$ cat src/common/cipg_defines.svh
// Purpose: offsets, field positions, reset values for the priority gate
// Assumes: 32-bit AHB-Lite register words
// Notes:   included by bare name
`ifndef CIPG_DEFINES_SVH
`define CIPG_DEFINES_SVH

// ==========================================================
// register offsets
`define CIPG_OFS_CTRL       8'h00
`define CIPG_OFS_BASE       8'h04
`define CIPG_OFS_SAVED      8'h08
`define CIPG_OFS_NODE0      8'h10

// ==========================================================
// field positions
`define CIPG_CTRL_IE_BIT    8
`define CIPG_CTRL_PENDING_PRIORITY_NUMBER_LSB  16
`define CIPG_SAVED_PIE_BIT  8
`define CIPG_NODE_EN_BIT    10
`define CIPG_NODE_REQ_BIT   24
`define CIPG_NODE_CLR_BIT   25
`define CIPG_NODE_SET_BIT   26

// ==========================================================
// values
`define CIPG_VEC_SHIFT      5
`define CIPG_PRIO_MAX       8'hff
`define CIPG_PRIO_NONE      8'h00
`define CIPG_NUM_SW_NODES   4
`define CIPG_BASE_RESET     32'h0000_0000
`define CIPG_BASE_MASK      32'hffff_fffe

`endif

$ cat src/common/cipg_pkg.sv
// Purpose: shared types of the priority gate
// Assumes: nothing
// Notes:   constants live in cipg_defines.svh
package cipg_pkg;

    // ======================================================
    // arbitration phases
    typedef enum logic [1:0] {
        ARB_IDLE,
        ARB_CLEAR,
        ARB_LOAD
    } cipg_arb_e;

    typedef logic [7:0] cipg_prio_t;

endpackage : cipg_pkg

$ cat src/rtl/cipg_node.sv
// Purpose: one service request node (flag, priority, enable)
// Assumes: write strobe and data valid in the same cycle
// Notes:   set beats clear when both arrive together
`include "cipg_defines.svh"
`timescale 1ns/1ps
`default_nettype none

module cipg_node
    import cipg_pkg::*;
(
    input  wire logic        mclk_i,
    input  wire logic        rstn_i,
    input  wire logic        hw_set_i,
    input  wire logic        take_clr_i,
    input  wire logic        wr_i,
    input  wire logic [31:0] wdata_i,
    output cipg_prio_t       prio_o,
    output logic             en_o,
    output logic             req_o
);

    // ======================================================
    // state
    typedef struct packed {
        cipg_prio_t prio;
        logic       en;
        logic       req;
    } cipg_node_s;

    cipg_node_s st_q;
    cipg_node_s st_d;
    logic       set_w;
    logic       clr_w;

    always_comb
    begin
        st_d  = st_q;
        set_w = hw_set_i | (wr_i & wdata_i[`CIPG_NODE_SET_BIT]);
        clr_w = take_clr_i | (wr_i & wdata_i[`CIPG_NODE_CLR_BIT]);
        if (wr_i)
        begin
            st_d.prio = wdata_i[7:0];
            st_d.en   = wdata_i[`CIPG_NODE_EN_BIT];
        end
        // late event must not vanish under a clear
        if (set_w)
            st_d.req = 1'b1;
        else if (clr_w)
            st_d.req = 1'b0;
    end

    always_ff @(posedge mclk_i or negedge rstn_i)
    begin
        if (!rstn_i)
            st_q <= '0;
        else
            st_q <= st_d;
    end

    assign prio_o = st_q.prio;
    assign en_o   = st_q.en;
    assign req_o  = st_q.req;

endmodule : cipg_node

`default_nettype wire

$ cat src/rtl/cipg_arb.sv
// Purpose: pick the pending node with the highest priority number
// Assumes: priority zero never requests
// Notes:   ties go to the lowest node index
`include "cipg_defines.svh"
`timescale 1ns/1ps
`default_nettype none

module cipg_arb
    import cipg_pkg::*;
#(
    parameter int N  = 8,
    parameter int IW = 3
)
(
    input  wire logic [N-1:0]   pend_i,
    input  wire logic [N*8-1:0] prio_i,
    output cipg_prio_t          win_prio_o,
    output logic [IW-1:0]       win_idx_o
);

    // ======================================================
    // linear max search, fine for a handful of nodes
    always_comb
    begin
        win_prio_o = `CIPG_PRIO_NONE;
        win_idx_o  = '0;
        for (int i = 0; i < N; i++)
        begin
            if (pend_i[i] && (prio_i[i*8 +: 8] > win_prio_o))
            begin
                win_prio_o = prio_i[i*8 +: 8];
                win_idx_o  = IW'(i);
            end
        end
    end

endmodule : cipg_arb

`default_nettype wire

$ cat src/rtl/cipg_top.sv
// Purpose: interrupt acceptance gate with AHB-Lite register access
// Assumes: single clock, core pulses rfe_i and holds cpu_ready_i
// Notes:   one saved context level; deeper nesting saves it in software
//
// Local design decisions: the address map and register access over AHB-Lite.
`include "cipg_defines.svh"
`timescale 1ns/1ps
`default_nettype none

module cipg_top
    import cipg_pkg::*;
#(
    parameter int NHW = 4,
    parameter int NSW = `CIPG_NUM_SW_NODES
)
(
    input  wire logic           mclk_i,
    input  wire logic           rstn_i,
    input  wire logic           hsel_i,
    input  wire logic [31:0]    haddr_i,
    input  wire logic [1:0]     htrans_i,
    input  wire logic           hwrite_i,
    input  wire logic [2:0]     hsize_i,
    input  wire logic [31:0]    hwdata_i,
    input  wire logic           hready_i,
    output logic [31:0]         hrdata_o,
    output logic                hreadyout_o,
    output logic                hresp_o,
    input  wire logic [NHW-1:0] hw_req_i,
    input  wire logic           cpu_ready_i,
    input  wire logic           rfe_i,
    output logic                take_o,
    output logic [31:0]         vector_o,
    output cipg_prio_t          take_prio_o,
    output logic                ie_o,
    output cipg_prio_t          current_cpu_priority_o
);

    localparam int N  = NHW + NSW;
    localparam int IW = (N > 1) ? $clog2(N) : 1;

    // ======================================================
    // state
    typedef struct packed {
        cipg_arb_e     arb;
        logic [N-1:0]  seen;
        cipg_prio_t    pending_priority_number;
        logic [IW-1:0] widx;
        logic          ie;
        cipg_prio_t    current_cpu_priority;
        logic [31:0]   base;
        cipg_prio_t    spp;
        logic          spie;
        logic          take;
        logic [31:0]   vec;
        cipg_prio_t    tprio;
        logic          wr;
        logic [7:0]    waddr;
        logic [31:0]   rdata;
    } cipg_top_s;

    cipg_top_s       st_q;
    cipg_top_s       st_d;
    logic [N-1:0]    req_w;
    logic [N-1:0]    en_w;
    logic [N*8-1:0]  prio_w;
    logic [N-1:0]    pend_w;
    logic [N-1:0]    node_wr_w;
    logic [N-1:0]    take_clr_w;
    logic [N-1:0]    hw_set_w;
    cipg_prio_t      win_prio_w;
    logic [IW-1:0]   win_idx_w;
    logic            aphase_w;
    logic            ctrl_wr_w;
    logic            node_touch_w;
    logic            take_now_w;

    // ======================================================
    // nodes: hardware ones first, software-only ones after
    assign hw_set_w = {{NSW{1'b0}}, hw_req_i};

    for (genvar g = 0; g < N; g++)
    begin : g_node
        cipg_node u_node (
            .mclk_i     (mclk_i),
            .rstn_i     (rstn_i),
            .hw_set_i   (hw_set_w[g]),
            .take_clr_i (take_clr_w[g]),
            .wr_i       (node_wr_w[g]),
            .wdata_i    (hwdata_i),
            .prio_o     (prio_w[g*8 +: 8]),
            .en_o       (en_w[g]),
            .req_o      (req_w[g])
        );
        assign pend_w[g] = req_w[g] & en_w[g]
                         & (prio_w[g*8 +: 8] != `CIPG_PRIO_NONE);
        assign node_wr_w[g] = st_q.wr
                            && (st_q.waddr == 8'(`CIPG_OFS_NODE0 + 4 * g));
        assign take_clr_w[g] = take_now_w && (st_q.widx == IW'(g));
    end

    cipg_arb #(
        .N  (N),
        .IW (IW)
    ) u_arb (
        .pend_i     (pend_w),
        .prio_i     (prio_w),
        .win_prio_o (win_prio_w),
        .win_idx_o  (win_idx_w)
    );

    // ======================================================
    // bus decode
    assign aphase_w     = hsel_i & hready_i & htrans_i[1];
    assign ctrl_wr_w    = st_q.wr && (st_q.waddr == `CIPG_OFS_CTRL);
    assign node_touch_w = |node_wr_w;

    // core blocked while a control write or return is in flight
    assign take_now_w = (st_q.arb == ARB_IDLE)
                     && (st_q.pending_priority_number != `CIPG_PRIO_NONE)
                     && st_q.ie
                     && (st_q.pending_priority_number > st_q.current_cpu_priority)
                     && cpu_ready_i && !ctrl_wr_w && !rfe_i;

    function automatic logic [31:0] rd_mux(input logic [7:0] a, input cipg_top_s s);
        logic [31:0] r;
        r = 32'h0000_0000;
        if (a == `CIPG_OFS_CTRL)
        begin
            r[7:0]                                   = s.current_cpu_priority;
            r[`CIPG_CTRL_IE_BIT]                     = s.ie;
            r[`CIPG_CTRL_PENDING_PRIORITY_NUMBER_LSB +: 8]              = s.pending_priority_number;
        end
        else if (a == `CIPG_OFS_BASE)
            r = s.base;
        else if (a == `CIPG_OFS_SAVED)
        begin
            r[7:0]                 = s.spp;
            r[`CIPG_SAVED_PIE_BIT] = s.spie;
        end
        else
        begin
            for (int i = 0; i < N; i++)
            begin
                if (a == 8'(`CIPG_OFS_NODE0 + 4 * i))
                begin
                    r[7:0]                  = prio_w[i*8 +: 8];
                    r[`CIPG_NODE_EN_BIT]    = en_w[i];
                    r[`CIPG_NODE_REQ_BIT]   = req_w[i];
                end
            end
        end
        return r;
    endfunction : rd_mux

    // ======================================================
    // next state
    always_comb
    begin
        st_d      = st_q;
        st_d.take = 1'b0;
        st_d.wr   = aphase_w & hwrite_i;
        if (aphase_w)
            st_d.waddr = haddr_i[7:0];
        if (aphase_w && !hwrite_i)
            st_d.rdata = rd_mux(haddr_i[7:0], st_q);

        // software writes in the data phase
        if (ctrl_wr_w)
        begin
            st_d.current_cpu_priority = hwdata_i[7:0];
            st_d.ie   = hwdata_i[`CIPG_CTRL_IE_BIT];
        end
        if (st_q.wr && (st_q.waddr == `CIPG_OFS_BASE))
            st_d.base = hwdata_i & `CIPG_BASE_MASK;
        if (st_q.wr && (st_q.waddr == `CIPG_OFS_SAVED))
        begin
            st_d.spp  = hwdata_i[7:0];
            st_d.spie = hwdata_i[`CIPG_SAVED_PIE_BIT];
        end

        // arbitration restarts on any change of the pending set
        case (st_q.arb)
            ARB_IDLE:
            begin
                if ((pend_w != st_q.seen) || node_touch_w)
                    st_d.arb = ARB_CLEAR;
            end
            ARB_CLEAR:
            begin
                st_d.pending_priority_number = `CIPG_PRIO_NONE;
                st_d.seen = pend_w;
                st_d.arb  = ARB_LOAD;
            end
            ARB_LOAD:
            begin
                st_d.pending_priority_number = win_prio_w;
                st_d.widx = win_idx_w;
                st_d.arb  = ARB_IDLE;
            end
            default:
                st_d.arb = ARB_IDLE;
        endcase

        if (take_now_w)
        begin
            st_d.ie    = 1'b0;
            st_d.spie  = st_q.ie;
            st_d.spp   = st_q.current_cpu_priority;
            st_d.current_cpu_priority  = st_q.pending_priority_number;
            st_d.tprio = st_q.pending_priority_number;
            st_d.vec   = ({24'h00_0000, st_q.pending_priority_number} << `CIPG_VEC_SHIFT)
                       | st_q.base;
            st_d.take  = 1'b1;
        end
        else if (rfe_i)
        begin
            st_d.current_cpu_priority = st_q.spp;
            st_d.ie   = st_q.spie;
        end
    end

    always_ff @(posedge mclk_i or negedge rstn_i)
    begin
        if (!rstn_i)
        begin
            st_q      <= '0;
            st_q.arb  <= ARB_IDLE;
            st_q.base <= `CIPG_BASE_RESET;
        end
        else
            st_q <= st_d;
    end

    // ======================================================
    // outputs
    assign hrdata_o    = st_q.rdata;
    assign hreadyout_o = 1'b1;
    assign hresp_o     = 1'b0;
    assign take_o      = st_q.take;
    assign vector_o    = st_q.vec;
    assign take_prio_o = st_q.tprio;
    assign ie_o        = st_q.ie;
    assign current_cpu_priority_o      = st_q.current_cpu_priority;
endmodule : cipg_top

`default_nettype wire

$ cat config.mk
export PLATFORM = sky130hd
export DESIGN_NAME = cipg_top
export DESIGN_NICKNAME = d
export VERILOG_FILES = /design/src/common/cipg_pkg.sv /design/src/rtl/cipg_node.sv /design/src/rtl/cipg_arb.sv /design/src/rtl/cipg_top.sv
export VERILOG_INCLUDE_DIRS = /design/src /design/src/common
export SDC_FILE = /design/constraint.sdc
export NUM_CORES = 1
export LEC_CHECK = 0
export ABC_AREA = 1
export BUFFER_PORTS_ARGS = -buffer_cell sky130_fd_sc_hd__buf_2
export CAP_MARGIN = 20
export CORE_MARGIN = 1
export CORE_UTILIZATION = 45
export DETAILED_ROUTE_END_ITERATION = 8
export PLACE_DENSITY = 0.67
export SLEW_MARGIN = 20
export SYNTH_ARGS = -nofsm -noshare
export SYNTH_HDL_FRONTEND = slang
export SYNTH_SLANG_ARGS = --single-unit
export TNS_END_PERCENT = 50
$ cat constraint.sdc
create_clock -name mclk_i -period 15.6 [get_ports mclk_i]
set_input_delay 0 -clock mclk_i [delete_from_list [all_inputs] [get_ports mclk_i]]
set_output_delay 0 -clock mclk_i [all_outputs]
set_load 0.005 [all_outputs]
==> out/summary.txt <==
register-to-register setup slack -> 4250 ps
vias in the first global route -> 10990
Antenna Nets Post-Route -> 0
final clock skew -> 18.09 ps
Net count, final -> 1861
status -> completed
dpl cells -> 2022
CP max FO -> 19
setup bufs post-CTS -> 0
Via-to-Cell Ratio -> 5.486
Iteration-0 DRC Markers -> 1086
Final setup viols -> 0
RR Startpoint -> g_node[0].u_node.prio_o[2]
pwr/cell area -> 221.8 nW/um^2
DR pass1 iterations -> 5
fin crit share -> 72.77%
layout cell share with drive strength beyond 1 -> 14.19%
Die Ht -> 173.1 um
WL/cell -> 18.42 um
Core ar. -> 28780 sq um
Antenna diodes -> 0
worst skew pair latency -> 540 ps
crit-path most repeated cell -> nand2_1
CTS Buf Count -> 25
largest net degree at the start of global routing -> 105
Pwr Total -> 3.345 mW
Critical Setup Path Class -> reg -> reg
RSZ-0062 raised after global routing -> no
Leak -> 7.762 nW
Hold Vio Cnt, Final -> 0
die footprint -> 29970 sq um
count leader, synth -> nand2_1
Seq cells post-synth -> 231
Gate Count Post-Synth -> 1631
CP required -> 16020 ps
Critical R2R Capture -> st_q[142]
Yosys warnings -> 0
Via Count -> 11619
VDD IR-drop max -> 0.1648 mV
first-pass GRT wire length -> 61.22 mm
Worst EP arrival -> 11770 ps
worst hold slack -> 60.00 ps
initial core utilization -> 45.78%
final WL -> 39.02 mm
CP peak stage delay -> 520 ps
port bufs -> 132
CTS tree -> done
cell taking the most area after synthesis -> dfrtp_1
Non-Filler Instances -> 2118
root buf cell -> clkbuf_16
H-tree depth -> 1
Hold/Removal Path Class -> in -> async
DRC violations left -> 0
initial antenna violation count -> 1
Tmin final -> 11350 ps
Synth top cells by count -> nand2_1, dfrtp_1, o21ai_0
clk sinks -> 231
Mean Syn Cell Area -> 8.078 sq um
Overflow after GRT -> 0
dpl hpwl -> 27.99 mm
Area Growth Syn to Fin -> 14.48%
R2R cell count -> 61
fillers -> 2659
clk buf depth -> 3
fin. max-slew vios -> 0
crit start category -> flop
sequential element share of the synthesized area -> 43.87%
CP max stage cell -> o21ai_0
GPL Wtd Cong -> 0.9409
CP Capture Type -> flop
Synth cell types -> 47
gr usage total -> 25.98%
achievable clock frequency -> 88.08 MHz
synth top area cells -> dfrtp_1, nand2_1, o21ai_0
top_reg_cell synth -> dfrtp_1
Tightest Pin Transition -> 992.2 ps
Clock transition at path regs -> 70 ps
post-synth top area share -> 43.87%
IO Count -> 164
Synth async-reset ratio -> 100.0%
Post-synth EDFFs -> 0
Cell Area, Synth -> 13180 sq um
max cap viols -> 0
die width -> 173.1 um
relative slew slack -> 33.62%
row cnt -> 62
setup tns final -> 0 ps
cell families (layout without fill, tap and decap cells):
family	after synthesis	count (layout)	synth area share (%)
AND/OR/NAND/NOR	686	686	23.01
AO/OA/AOI/OAI	341	341	14.67
buffers and inverters	287	389	10.65
flip-flops	231	231	43.87
adder cells (fa/ha/maj)	65	65	6.173
multiplexers	16	16	1.368
XOR/XNOR	3	3	0.1995
other	2	3	0.05700
critical path: cells and delay by family, from the launching register on:
kind,cells,cell delay [ps]
buffers and inverters,4,670
AO/OA/AOI/OAI,13,3340
adder cells (fa/ha/maj),7,2130
flip-flops,1,370
AND/OR/NAND/NOR,37,4690
power by group:
part / internal (mW) / total (mW) / switching [mW] / leakage [nW]
Sequential: 0.717 / 0.810 / 0.0931 / 2.60
Clock: 0.469 / 0.722 / 0.254 / 0.491
Combinational: 0.633 / 1.81 / 1.18 / 4.67
stage by stage:
stage | instance area, sq um | setup WS [ps] | util, %
6_report | 15080 | 4247 | 52.41
5_1_grt | 15080 | 3188 | 52.41
4_1_cts | 15080 | 4442 | 52.41
3_5_place_dp | 13570 | 4519 | 47.17
3_3_place_gp | 13570 | 4612 | 47.17
2_1_floorplan | 13180 | 5764 | -
cells in the final DEF, fill, tap and decap left out, types with 4 or more instances in the layout:
cell,netlist,layout
nand2_1,415,413
dfrtp_1,231,231
o21ai_0,198,198
inv_1,148,148
buf_2,1,131
nand3_1,90,90
nor2_1,78,78
ha_1,65,65
a21oi_1,56,56
dlygate4sd3_1,0,51
clkbuf_16,0,25
o211ai_1,23,23
nor4_1,21,21
nor3_1,17,17
mux2_2,16,16
nand2_2,13,15
nand4_1,14,14
nand2_4,13,13
a31oi_1,10,10
o31ai_1,10,10
bufinv_16,0,10
buf_4,82,10
o22ai_1,9,9
and2_1,8,8
nand3_2,7,7
a211oi_1,6,6
nor2_2,5,5
a221oi_1,5,5
o21bai_1,4,4
clkinv_2,0,4
layer usage:
metal  GRT usage (%)  wire [um]  up-vias
li1                -          -     5553
met1           36.39      17130     5504
met2           41.38      17480      488
met3           3.848       3199       74
met4           8.333       1209        0
met5               0          0        -
how the worst max path moves through the flow:
stage / start / cells after the start / slack [ps] / endpoint
after floorplan: g_node[0].u_node.prio_o[4] / 69 / 5760 / st_q[135]
after global placement: g_node[0].u_node.prio_o[5] / 61 / 4610 / st_q[142]
after detailed placement: g_node[0].u_node.prio_o[5] / 61 / 4520 / st_q[142]
after CTS: g_node[0].u_node.prio_o[5] / 61 / 4440 / st_q[142]
after global routing: g_node[0].u_node.prio_o[2] / 61 / 3190 / st_q[139]
final: g_node[0].u_node.prio_o[2] / 61 / 4250 / st_q[142]
final cells by class:
cell class	instances	area (sq um)	area share, %
clock buffers	29	660.6	4.380
clock inverters	16	337.8	2.240
inverters	151	566.8	3.758
multi-input cells	1114	6001	39.78
flip-flops and latches	231	5781	38.32
well taps	384	480.5	3.185
repair buffers	193	1256	8.328
sequential cells by signal (all words and copies together) (netlist names):
name                    count
st_q                       70
g_node.u_node.prio_o       64
hrdata_o                   32
vector_o                   31
current_cpu_priority_o      8
g_node.u_node.en_o          8
g_node.u_node.req_o         8
take_prio_o                 8
ie_o                        1
take_o                      1
timing repair:
action / CTS / global route
gates resized for setup: 0 / 0
hold endpoints to repair: 176 / 0
hold buffers: 51 / 0
(Power assumes the default switching activity.)
